[src/pkg/rgen_map.svh]
// Register map, field positions, reset values and counts of the rate generator.
// Assumes inclusion by bare name from any file that needs it.
`ifndef RGEN_MAP_SVH
`define RGEN_MAP_SVH

// ==========================================================
// Byte offsets on the register bus
`define RGEN_TXSC_OFF    8'h00
`define RGEN_RXSC_OFF    8'h04
`define RGEN_RATE_OFF    8'h08
`define RGEN_DIVH_OFF    8'h0c
`define RGEN_DIVL_OFF    8'h10
`define RGEN_STAT_OFF    8'h14

// ==========================================================
// Field positions
`define RGEN_TXSC_MASTER 7
`define RGEN_TXSC_SYNC   4
`define RGEN_TXSC_HIGH   2
`define RGEN_TXSC_IDLE   1
`define RGEN_RXSC_EN     7
`define RGEN_RATE_IDLE   6
`define RGEN_RATE_WIDE   3
`define RGEN_RATE_UNIMP  2

// ==========================================================
// Reset values and writable masks
`define RGEN_TXSC_RST    8'h02
`define RGEN_RXSC_RST    8'h00
`define RGEN_RATE_RST    8'h40
`define RGEN_DIV_RST     8'h00
`define RGEN_TXSC_WMASK  8'hfd
`define RGEN_RXSC_WMASK  8'hf8
`define RGEN_RATE_WMASK  8'hbb

// ==========================================================
// Prescale counts per mode
`define RGEN_PRE_ASYNC_LOW 7'd64
`define RGEN_PRE_ASYNC_MID 7'd16
`define RGEN_PRE_FAST      7'd4

`endif

[src/pkg/rgen_pkg.sv]
// Types shared by the rate generator files.
// Assumes the constants header is compiled alongside.
`default_nettype none
package rgen_pkg;
  typedef enum logic [2:0] {
    RGEN_DIV64 = 3'b001,
    RGEN_DIV16 = 3'b010,
    RGEN_DIV4  = 3'b100
  } rgen_ratio_e;
  typedef logic [15:0] rgen_div_t;
endpackage
`default_nettype wire

[src/rgen_sampler.sv]
// Receive line sampler: majority of three or a single sample.
// Assumes rx_in is already synchronised to core_clk.
`default_nettype none
module rgen_sampler (
  input  wire logic core_clk,
  input  wire logic rst_n,
  input  wire logic rx_in,
  input  wire logic sample_tick,
  input  wire logic single_mode,
  output logic      rx_level
);
  logic [2:0] hist_q;
  wire        vote = (hist_q[0] & hist_q[1]) | (hist_q[1] & hist_q[2]) | (hist_q[0] & hist_q[2]);
  wire        pick = single_mode ? hist_q[0] : vote;

  always_ff @(posedge core_clk or negedge rst_n) begin
    if (!rst_n) begin
      hist_q   <= 3'h7;
      rx_level <= 1'b1;
    end else if (sample_tick) begin
      hist_q   <= {hist_q[1:0], rx_in};
      rx_level <= pick;
    end
  end
endmodule
`default_nettype wire

[src/rgen_top.sv]
// Rate generator for a serial port with an AHB-Lite register slave.
// Assumes one clock core_clk at 125 MHz and a single AHB-Lite master.
//
// Overview of operation
// The rate is derived from core_clk, so it scales with that clock.
// Software reprograms the divisor pair when the system clock frequency changes.
// Without sync mode and without both wide and high speed, receive takes a three-sample majority.
// With sync mode or with both wide and high speed set, receive uses one sample.
// Async, 8-bit, low speed gives clock over 64 times divisor plus one.
// Async 8-bit high speed, or 16-bit low speed, gives clock over 16 times divisor plus one.
// Sync master, 8-bit, gives clock over 4 times divisor plus one.
// The divisor is the high byte above the low byte.
// With the wide select clear only the low byte is used.
// In sync mode the high speed select has no effect.
// Any write to a divisor byte reloads the timer at once.
// The timer is free running, its period set by the divisor, for both modes.
// Async, 16-bit, high speed gives clock over 4 times divisor plus one.
// Sync master, 16-bit, uses the divide-by-four formula on the full divisor.
`include "rgen_map.svh"
`default_nettype none
module rgen_top (
  input  wire logic        core_clk,
  input  wire logic        nrst,
  input  wire logic        hsel,
  input  wire logic [31:0] haddr,
  input  wire logic [1:0]  htrans,
  input  wire logic        hwrite,
  input  wire logic [2:0]  hsize,
  input  wire logic [31:0] hwdata,
  input  wire logic        hready,
  output logic      [31:0] hrdata,
  output logic             hreadyout,
  output logic             hresp,
  input  wire logic        rx_pin,
  output logic             rate_tick,
  output logic             sample_tick,
  output logic             sync_clk,
  output logic             rx_level
);
  // ==========================================================
  // Reset release
  logic rst_s1_q;
  logic rst_n;
  always_ff @(posedge core_clk or negedge nrst) begin
    if (!nrst) begin
      rst_s1_q <= 1'b0;
      rst_n    <= 1'b0;
    end else begin
      rst_s1_q <= 1'b1;
      rst_n    <= rst_s1_q;
    end
  end

  // ==========================================================
  // Bus slave: zero wait states
  logic       wr_pend_q;
  logic [7:0] wr_addr_q;
  logic [7:0] transmit_status_control_q;
  logic [7:0] receive_status_control_q;
  logic [7:0] rate_control_q;
  logic [7:0] divisor_high_byte_q;
  logic [7:0] divisor_low_byte_q;

  wire        take     = hsel & hready & htrans[1];
  wire        take_wr  = take & hwrite;
  wire        take_rd  = take & ~hwrite;
  wire [7:0]  wbyte    = hwdata[7:0];
  wire        wr_txsc  = wr_pend_q && (wr_addr_q == `RGEN_TXSC_OFF);
  wire        wr_rxsc  = wr_pend_q && (wr_addr_q == `RGEN_RXSC_OFF);
  wire        wr_rate  = wr_pend_q && (wr_addr_q == `RGEN_RATE_OFF);
  wire        wr_divh  = wr_pend_q && (wr_addr_q == `RGEN_DIVH_OFF);
  wire        wr_divl  = wr_pend_q && (wr_addr_q == `RGEN_DIVL_OFF);

  assign hreadyout = 1'b1;
  assign hresp     = 1'b0;

  always_ff @(posedge core_clk or negedge rst_n) begin
    if (!rst_n) begin
      wr_pend_q <= 1'b0;
      wr_addr_q <= 8'h00;
    end else begin
      wr_pend_q <= take_wr;
      wr_addr_q <= haddr[7:0];
    end
  end

  // Read-only bits keep their hardware value; masks protect them
  function automatic logic [7:0] merge(input logic [7:0] old, input logic [7:0] nw, input logic [7:0] m);
    merge = (old & ~m) | (nw & m);
  endfunction

  wire timer_idle;
  always_ff @(posedge core_clk or negedge rst_n) begin
    if (!rst_n) begin
      transmit_status_control_q <= `RGEN_TXSC_RST;
      receive_status_control_q  <= `RGEN_RXSC_RST;
      rate_control_q            <= `RGEN_RATE_RST;
      divisor_high_byte_q       <= `RGEN_DIV_RST;
      divisor_low_byte_q        <= `RGEN_DIV_RST;
    end else begin
      if (wr_txsc) transmit_status_control_q <= merge(transmit_status_control_q, wbyte, `RGEN_TXSC_WMASK);
      if (wr_rxsc) receive_status_control_q  <= merge(receive_status_control_q, wbyte, `RGEN_RXSC_WMASK);
      if (wr_rate) rate_control_q            <= merge(rate_control_q, wbyte, `RGEN_RATE_WMASK);
      if (wr_divh) divisor_high_byte_q       <= wbyte;
      if (wr_divl) divisor_low_byte_q        <= wbyte;
    end
  end

  // Read mux: rate idle and tick status bits show live state; the transmit idle bit reads its stored reset value
  wire [7:0] txsc_rd = transmit_status_control_q;
  wire [7:0] rate_rd = {rate_control_q[7], timer_idle, rate_control_q[5:3], 1'b0, rate_control_q[1:0]};
  wire [7:0] rd_byte =
    (haddr[7:0] == `RGEN_TXSC_OFF) ? txsc_rd :
    (haddr[7:0] == `RGEN_RXSC_OFF) ? receive_status_control_q :
    (haddr[7:0] == `RGEN_RATE_OFF) ? rate_rd :
    (haddr[7:0] == `RGEN_DIVH_OFF) ? divisor_high_byte_q :
    (haddr[7:0] == `RGEN_DIVL_OFF) ? divisor_low_byte_q :
    (haddr[7:0] == `RGEN_STAT_OFF) ? {7'h00, rate_tick} : 8'h00;

  always_ff @(posedge core_clk or negedge rst_n) begin
    if (!rst_n) hrdata <= 32'h0000_0000;
    else if (take_rd) hrdata <= {24'h000000, rd_byte};
  end

  // ==========================================================
  // Mode decode
  wire mode_sync   = transmit_status_control_q[`RGEN_TXSC_SYNC];
  wire mode_high   = transmit_status_control_q[`RGEN_TXSC_HIGH];
  wire mode_master = transmit_status_control_q[`RGEN_TXSC_MASTER];
  wire mode_wide   = rate_control_q[`RGEN_RATE_WIDE];
  wire port_en     = receive_status_control_q[`RGEN_RXSC_EN];

  // Divisor pair, high byte masked off in 8-bit mode
  wire [15:0] divisor = {mode_wide ? divisor_high_byte_q : 8'h00, divisor_low_byte_q};

  rgen_pkg::rgen_ratio_e ratio;
  assign ratio = mode_sync ? rgen_pkg::RGEN_DIV4 :
                 (mode_wide & mode_high) ? rgen_pkg::RGEN_DIV4 :
                 (mode_wide | mode_high) ? rgen_pkg::RGEN_DIV16 :
                 rgen_pkg::RGEN_DIV64;

  wire [6:0] pre_len = (ratio == rgen_pkg::RGEN_DIV4)  ? `RGEN_PRE_FAST :
                       (ratio == rgen_pkg::RGEN_DIV16) ? `RGEN_PRE_ASYNC_MID : `RGEN_PRE_ASYNC_LOW;

  // ==========================================================
  // Free-running timer on core_clk; prescaler then divisor counter
  logic [15:0] div_cnt_q;
  logic [6:0]  pre_cnt_q;
  wire         reload  = wr_divh | wr_divl | ~port_en;
  wire         pre_end = (pre_cnt_q == 7'(pre_len - 7'd1));
  wire         div_end = (div_cnt_q == 16'h0000);

  always_ff @(posedge core_clk or negedge rst_n) begin
    if (!rst_n) begin
      pre_cnt_q <= 7'h00;
      div_cnt_q <= 16'h0000;
      rate_tick <= 1'b0;
    end else if (reload) begin
      pre_cnt_q <= 7'h00;
      div_cnt_q <= divisor;
      rate_tick <= 1'b0;
    end else begin
      rate_tick <= pre_end & div_end;
      pre_cnt_q <= pre_end ? 7'h00 : pre_cnt_q + 7'd1;
      if (pre_end) div_cnt_q <= div_end ? divisor : div_cnt_q - 16'd1;
    end
  end
  assign timer_idle = ~port_en;

  // Sample strobe once per divisor period; reload keeps it aligned after rate changes
  logic samp_q;
  always_ff @(posedge core_clk or negedge rst_n) begin
    if (!rst_n) samp_q <= 1'b0;
    else samp_q <= ~reload & div_end & (pre_cnt_q == 7'(pre_len >> 1));
  end
  assign sample_tick = samp_q;

  // Master clock: one full cycle per rate period, high for its second half, low unless both sync and master are set.
  // Midpoint math relies on the divide-by-four prescale, which sync mode always uses.
  wire [15:0] half_div = 16'((17'(divisor) + 17'd1) >> 1);
  wire        sck_mid  = (div_cnt_q == half_div) && (pre_cnt_q == {5'h00, divisor[0], 1'b1});
  logic sck_q;
  always_ff @(posedge core_clk or negedge rst_n) begin
    if (!rst_n) sck_q <= 1'b0;
    else if (!(mode_sync & mode_master) || reload) sck_q <= 1'b0;
    else if (pre_end & div_end) sck_q <= 1'b0;
    else if (sck_mid) sck_q <= 1'b1;
  end
  assign sync_clk = sck_q;

  // ==========================================================
  // Receive pin: two flops, then sampler
  logic rx_s1_q;
  logic rx_s2_q;
  always_ff @(posedge core_clk or negedge rst_n) begin
    if (!rst_n) begin
      rx_s1_q <= 1'b1;
      rx_s2_q <= 1'b1;
    end else begin
      rx_s1_q <= rx_pin;
      rx_s2_q <= rx_s1_q;
    end
  end

  wire single = mode_sync | (mode_wide & mode_high);

  rgen_sampler u_sampler (
    .core_clk    (core_clk),
    .rst_n       (rst_n),
    .rx_in       (rx_s2_q),
    .sample_tick (samp_q),
    .single_mode (single),
    .rx_level    (rx_level)
  );

  wire unused_ok = &{1'b0, haddr[31:8], hsize, hwdata[31:8], txsc_rd[0]};
endmodule
`default_nettype wire

[config.mk]
export PLATFORM = sky130hd
export DESIGN_NAME = rgen_top
export DESIGN_NICKNAME = d
export VERILOG_FILES = /design/src/pkg/rgen_pkg.sv /design/src/rgen_sampler.sv /design/src/rgen_top.sv
export VERILOG_INCLUDE_DIRS = /design/src /design/src/pkg
export SDC_FILE = /design/constraint.sdc
export NUM_CORES = 1
export LEC_CHECK = 0
export BUFFER_PORTS_ARGS = -buffer_cell sky130_fd_sc_hd__buf_2
export CORE_MARGIN = 3
export CORE_UTILIZATION = 53
export CTS_CLUSTER_SIZE = 40
export DETAILED_ROUTE_END_ITERATION = 7
export PLACE_DENSITY = 0.78
export SETUP_SLACK_MARGIN = 0.02
export SKIP_CTS_REPAIR_TIMING = 1
export SYNTH_ARGS = -nofsm -noshare
export SYNTH_HDL_FRONTEND = slang
export SYNTH_HIERARCHICAL = 1
export SYNTH_SLANG_ARGS = --single-unit
[constraint.sdc]
create_clock -name core_clk -period 2.9 [get_ports core_clk]
set_input_delay 0.58 -clock core_clk [delete_from_list [all_inputs] [get_ports core_clk]]
set_output_delay 0.58 -clock core_clk [all_outputs]
set_load 0.005 [all_outputs]
== Word level (Yosys, flattened, before mapping) ==
Cells that the tools add are included.

* Bits in read-only memories: 0
* Input port bits: 75
* Memories kept: 0
* Output and inout port bits: 38
* Latch bits: 0
* Register bits: 91
* Bits in writable memories: 0

* Reduce and logical (&&, ||, !) cells: 13
* Add/sub/neg operators: 4
* Shift operators: 0
* Muxes and demuxes: 22
* Bitwise logic cells: 24
* Equal/unequal tests: 15
* $lt $le $gt $ge: 0
* Divide/modulo/power cells: 0
* Multiply operators: 0

{| class="wikitable"
|+ Operator list
! operator !! number
|-
| 2-to-1 mux 16 bit || 3
|-
| 2-to-1 mux 8 bit || 6
|-
| equality test 8 x 4 -> 1 bit, second input constant || 4
|-
| 2-to-1 mux 7 bit || 4
|-
| equality test 8 x 5 -> 1 bit, second input constant || 3
|-
| adder 16 x 1 -> 17 bit, second input constant || 1
|-
| equality test 16 bit || 1
|-
| equality test 8 x 3 -> 1 bit, second input constant || 2
|-
| zero test 16 bit || 1
|-
| zero test 8 bit || 2
|-
| subtractor 16 x 1 -> 16 bit, second input constant || 1
|-
| bitwise AND 1 bit || 12
|-
| bitwise OR 2 x 8 -> 8 bit || 1
|-
| bitwise OR 3 x 8 -> 8 bit || 1
|-
| bitwise OR 7 x 8 -> 8 bit || 1
|-
| adder 7 x 1 -> 7 bit, second input constant || 1
|-
| equality test 7 x 2 -> 1 bit || 1
|-
| equality test 7 x 6 -> 1 bit || 1
|-
| equality test 7 bit || 1
|-
| subtractor 7 x 1 -> 7 bit, second input constant || 1
|-
| logical AND 1 bit || 6
|-
| 2-to-1 mux 1 bit || 6
|-
| 2-to-1 mux 3 bit || 2
|-
| bitwise OR 1 bit || 6
|-
| 8 further kinds || 10
|}

== Longest topological paths before layout ==
* Word-level depth: 12
* Gate-level depth with buffers: 11

== Cells and area by module ==
The synthesis kept the hierarchy.

{| class="wikitable"
|+ By module, submodules not included
! module !! instances !! cells each !! area each (µm²) !! seq. area each (µm²)
|-
| rgen_top || 1 || 518 || 4962.3 || 2029.4
|-
| rgen_sampler || 1 || 12 || 171.4 || 105.1
|}

== Worst setup path after synthesis ==
No wires, ideal clock.

* Path type: flip-flop to flip-flop
* Start: register rate_control_q[3]
* End: register div_cnt_q[11]
* Clock period less this slack: 2.819 ns
* Data arrival time: 2.695 ns
* Setup slack: 0.081 ns
* Stages on the path, launching flop included: 12
* Cell sequence: dfrtp_1 > buf_2 > buf_4 > inv_1 > ha_1 > or3b_1 > and3_1 > o221a_2 > buf_2 > a31oi_4 > nor2_1 > a211o_1

* Word-level cells in the longest chain between the ends: 10
* Elaborated cells on any way between the ends: 16
* Those cells by class: add/sub (1); eq/ne (3); mux (9); bitwise (2); reduce/logical (1)

{| class="wikitable"
|+ RTL lines
! what !! RTL line !! RTL
|-
| from (decl) || rgen_top.sv:60 || <nowiki>logic [7:0] rate_control_q;</nowiki>
|-
| from (signal assigned) || rgen_top.sv:97 || <nowiki>rate_control_q <= `RGEN_RATE_RST;</nowiki>
|-
| from (signal assigned) || rgen_top.sv:103 || <nowiki>if (wr_rate) rate_control_q <= merge(rate_control_q, wbyte, `RGEN_RATE_WMASK);</nowiki>
|-
| bitwise OR 1 bit || rgen_top.sv:139 || <nowiki>(mode_wide | mode_high) ? rgen_pkg::RGEN_DIV16 :</nowiki>
|-
| 2-to-1 mux 2 bit || rgen_top.sv:139 ||
|-
| 2-to-1 mux 3 bit || rgen_top.sv:138 || <nowiki>(mode_wide & mode_high) ? rgen_pkg::RGEN_DIV4 :</nowiki>
|-
| 2-to-1 mux 3 bit || rgen_top.sv:137 || <nowiki>assign ratio = mode_sync ? rgen_pkg::RGEN_DIV4 :</nowiki>
|-
| equality test 3 x 2 -> 1 bit || rgen_top.sv:143 || <nowiki>(ratio == rgen_pkg::RGEN_DIV16) ? `RGEN_PRE_ASYNC_MID : `RGEN_PRE_ASYNC_LOW;</nowiki>
|-
| 2-to-1 mux 7 bit (no line) (2 in a row) || - ||
|-
| subtractor 7 x 1 -> 7 bit || rgen_top.sv:150 || <nowiki>wire pre_end = (pre_cnt_q == 7'(pre_len - 7'd1));</nowiki>
|-
| equality test 7 bit || rgen_top.sv:150 ||
|-
| nonzero test 2 bit (no line) || - ||
|-
| to (signal assigned) || rgen_top.sv:160 || <nowiki>div_cnt_q <= divisor;</nowiki>
|-
| to (signal assigned) || rgen_top.sv:165 || <nowiki>if (pre_end) div_cnt_q <= div_end ? divisor : div_cnt_q - 16'd1;</nowiki>
|-
| to (decl) || rgen_top.sv:147 || <nowiki>logic [15:0] div_cnt_q;</nowiki>
|}

Parallel ways exist; a longest one is shown, timed or not. The select of a mux whose other input is x is not followed.
A chain may end at the register's enable or synchronous reset.

== Worst setup path after layout ==
* Start: register transmit_status_control_q[2]
* End: register div_cnt_q[0]

* Word-level cells in the longest chain between the ends: 10
* Elaborated cells on any way between the ends: 12
* Those cells by class: add/sub (1); eq/ne (3); mux (5); bitwise (2); reduce/logical (1)

{| class="wikitable"
|+ RTL lines
! what !! RTL line !! RTL
|-
| from (decl) || rgen_top.sv:58 || <nowiki>logic [7:0] transmit_status_control_q;</nowiki>
|-
| from (signal assigned) || rgen_top.sv:95 || <nowiki>transmit_status_control_q <= `RGEN_TXSC_RST;</nowiki>
|-
| from (signal assigned) || rgen_top.sv:101 || <nowiki>if (wr_txsc) transmit_status_control_q <= merge(transmit_status_control_q, wbyte, `RGEN_TXSC_WMASK);</nowiki>
|-
| bitwise OR 1 bit || rgen_top.sv:139 ||
|-
| 2-to-1 mux 2 bit || rgen_top.sv:139 ||
|-
| 2-to-1 mux 3 bit (*) || rgen_top.sv:138 ||
|-
| 2-to-1 mux 3 bit (*) || rgen_top.sv:137 ||
|-
| equality test 3 x 2 -> 1 bit || rgen_top.sv:143 ||
|-
| 2-to-1 mux 7 bit (no line) || - ||
|-
| 2-to-1 mux 7 bit (no line) (*) || - ||
|-
| subtractor 7 x 1 -> 7 bit (*) || rgen_top.sv:150 ||
|-
| equality test 7 bit (*) || rgen_top.sv:150 ||
|-
| nonzero test 2 bit (no line) (*) || - ||
|}

Every way passes the cells marked *; elsewhere a longest branch is shown, timed or not.

==> metrics.txt <==
Final Hold Fails 0; R2R cell count 8; RR Startpoint transmit_status_control_q[2]; Area Growth Syn to Fin 8.21%; core area 9330 um^2; pwr dens 589 nW/um^2; die height 104 um; final worst slack 0.190 ns; Initial Utilization 55.0%; Seq/Total Area, Yosys 41.6%; Slew Limit Fails 0; top-level port count 113; Net count, final 643; H-Tree Depth 3; share of cells above drive strength 1 21.5%; CTS Sinks 85; Setup CP Type reg -> reg; initial antenna violation count 0; max-cap violations 0; Top FF cell, synth dfrtp_1; Tmin final 2.71 ns; synth unique cells 77; Least-Margin Pin Slew 1.04 ns; Hold Crit Class in -> reg; DIE AREA 10900 um^2; worst hold stages 1; Diodes inserted 0; Total GRT Usage 23.4%; hold slack 0.300 ns; fin cells 696; Inst Count DP 679; VDD IR-drop max 0.320 mV; Setup-failing EPs final 0; Worst setup SP type register; vias per inst 6.07; antenna viol nets, final 0; clock root buffer master clkbuf_8; port bufs 34; DR vias 4225; Syn. warnings 6; Clock Tree Buf Depth 2; outcome finished, final reports clean; # DRC 0; Initial DRT Pass Iterations 5; post-DP HPWL 9010 um; f_max 369 MHz; drt initial violations 344; die width 104 um; post-layout instance area 5560 um^2; CP arrival 2.95 ns; skew final 0.0125 ns; post-DR wirelength/cell 18.1 um; CTS tree built; number of flops mapped to enable cells by yosys 0; worst reg2reg endpoint div_cnt_q[0]; area of the mapped netlist 5130 um^2; gr ovfl total 0; pre-CTS WS 0.222 ns; row cnt 35; period utilization 93.5%; Synth async-reset ratio 100%; Synth Register Bits 85; insertion delay to the later sink of the worst-skew pair 0.37 ns; P_leak 2.39 nW; Post-Route WL 12600 um; r2r setup slk 0.19 ns; Inserted Clock Buffers 9; routability cong. 0.922; placed cell areas 5340 um^2; Critical Path RT 3.14 ns; worst-path maximum fanout 7; max_slew headroom 30.5%; Cells after Synth 530; Hold EP rx_s1_q; CP endpoint kind register; Fin Setup TNS 0 ns; pin count of the biggest net entering global routing 84; Syn Area/Cell 9.69 um^2; vias in the first global route 4068; Clk pin slew, worst setup/hold paths 0.09 ns; RSZ-0062 raised after global routing no; Hold Path Origin rx_pin; global-route wire length before repair 20500 um
critical path, stage by stage, from the launching register on:
cell	delay, ns
dfrtp_1	0.43
inv_1	0.07
ha_1	0.34
or3b_1	0.47
a211oi_2	0.30
o221a_2	0.35
nand2_1	0.24
a211oi_1	0.30
a211oi_1	0.08
synth_stat cells, drive strengths merged, types with 9 or more instances:
cell     n  area [um^2]
mux2    38          428
nor3    14         75.1
dfrtp   79         1980
clkbuf  13         52.6
xor2    12          105
nor2    44          165
o21ai   26          130
nand2   36          135
inv     15         56.3
nor4     9         86.3
buf     40          272
a21oi   23          119
nand2b  11         68.8
xnor2    9         78.8
nand3   13         70.1
nand4   14          103
cell type report:
type                    count  area [um^2]
clock buffers               9          124
clock inverters             7         77.6
fillers                   797         3770
inverters                  15         56.3
multi-input cells         402         2710
flip-flops and latches     85         2140
well taps                 129          161
repair buffers             49          285
power by group:
part | switching (mW) | leakage (nW) | internal [mW]
Clock | 0.472 | 0.101 | 0.409
Sequential | 0.239 | 1.05 | 1.31
Combinational | 0.465 | 1.23 | 0.374
flip-flops by register name, indices dropped and copies added, names as in the netlist:
name / flops
transmit_status_control_q: 7
u_sampler/hist_q: 3
wr_addr_q: 8
div_cnt_q: 16
rx_s2_q: 1
u_sampler/rx_level: 1
divisor_high_byte_q: 8
wr_pend_q: 1
receive_status_control_q: 5
rate_control_q: 6
rx_s1_q: 1
sync_clk: 1
rate_tick: 1
divisor_low_byte_q: 8
sample_tick: 1
pre_cnt_q: 7
rst_n: 1
rst_s1_q: 1
hrdata: 8
metrics by stage:
stage          total power [mW]  util [%]
2_1_floorplan              2.15         -
3_3_place_gp               2.35      57.3
3_5_place_dp               2.39      57.3
4_1_cts                    3.27      59.5
5_1_grt                    3.45      59.6
6_report                   3.27      59.6
metal layers:
metal	wire [um]	vias to the layer above	track usage [%]
li1	-	1950	-
met1	5450	2066	31.6
met2	6030	182	37.2
met3	823	27	5.21
met4	270	0	7.98
met5	0	-	0
logic make-up (layout without fill, tap and decap cells):
kind of cell / count (synthesis) / in the layout / share of synthesized area [%]
AOI/OAI and AO/OA: 120 / 120 / 16.4
xor gates and xnor gates: 21 / 21 / 3.58
adders and majority gates: 6 / 6 / 1.46
buffers and inverters: 68 / 80 / 7.41
DFF: 85 / 85 / 41.6
muxes: 46 / 46 / 9.90
other: 2 / 27 / 0.146
and+or+nand+nor: 182 / 182 / 19.5
layout by cell type (no fill, tap or decap), types with 9 or more instances in the layout:
| cell | synthesis | final |
|---|---|---|
| dfrtp_1 | 79 | 78 |
| nor2_1 | 44 | 44 |
| nand2_1 | 36 | 36 |
| mux2_2 | 35 | 35 |
| buf_2 | 10 | 34 |
| conb_1 | 2 | 27 |
| o21ai_0 | 23 | 23 |
| a21oi_1 | 22 | 22 |
| inv_1 | 15 | 15 |
| buf_4 | 29 | 14 |
| nand4_1 | 13 | 13 |
| nor3_1 | 13 | 13 |
| xor2_1 | 12 | 12 |
| nand3_1 | 12 | 12 |
| nand2b_1 | 11 | 11 |
| xnor2_1 | 9 | 9 |
| clkbuf_8 | 0 | 9 |
worst max-delay path by stage:
stage / start / endpoint / slack (ns) / depth (start not counted)
floorplan: rate_control_q[3] / div_cnt_q[11] / 0.08 / 11
global placement: transmit_status_control_q[2] / div_cnt_q[15] / 0.32 / 8
detailed placement: transmit_status_control_q[2] / div_cnt_q[0] / 0.22 / 8
CTS: transmit_status_control_q[2] / div_cnt_q[0] / 0.18 / 8
global route: transmit_status_control_q[2] / div_cnt_q[11] / 0.05 / 9
finish: transmit_status_control_q[2] / div_cnt_q[0] / 0.19 / 8
Note: power is estimated with default switching activity, not from simulation.
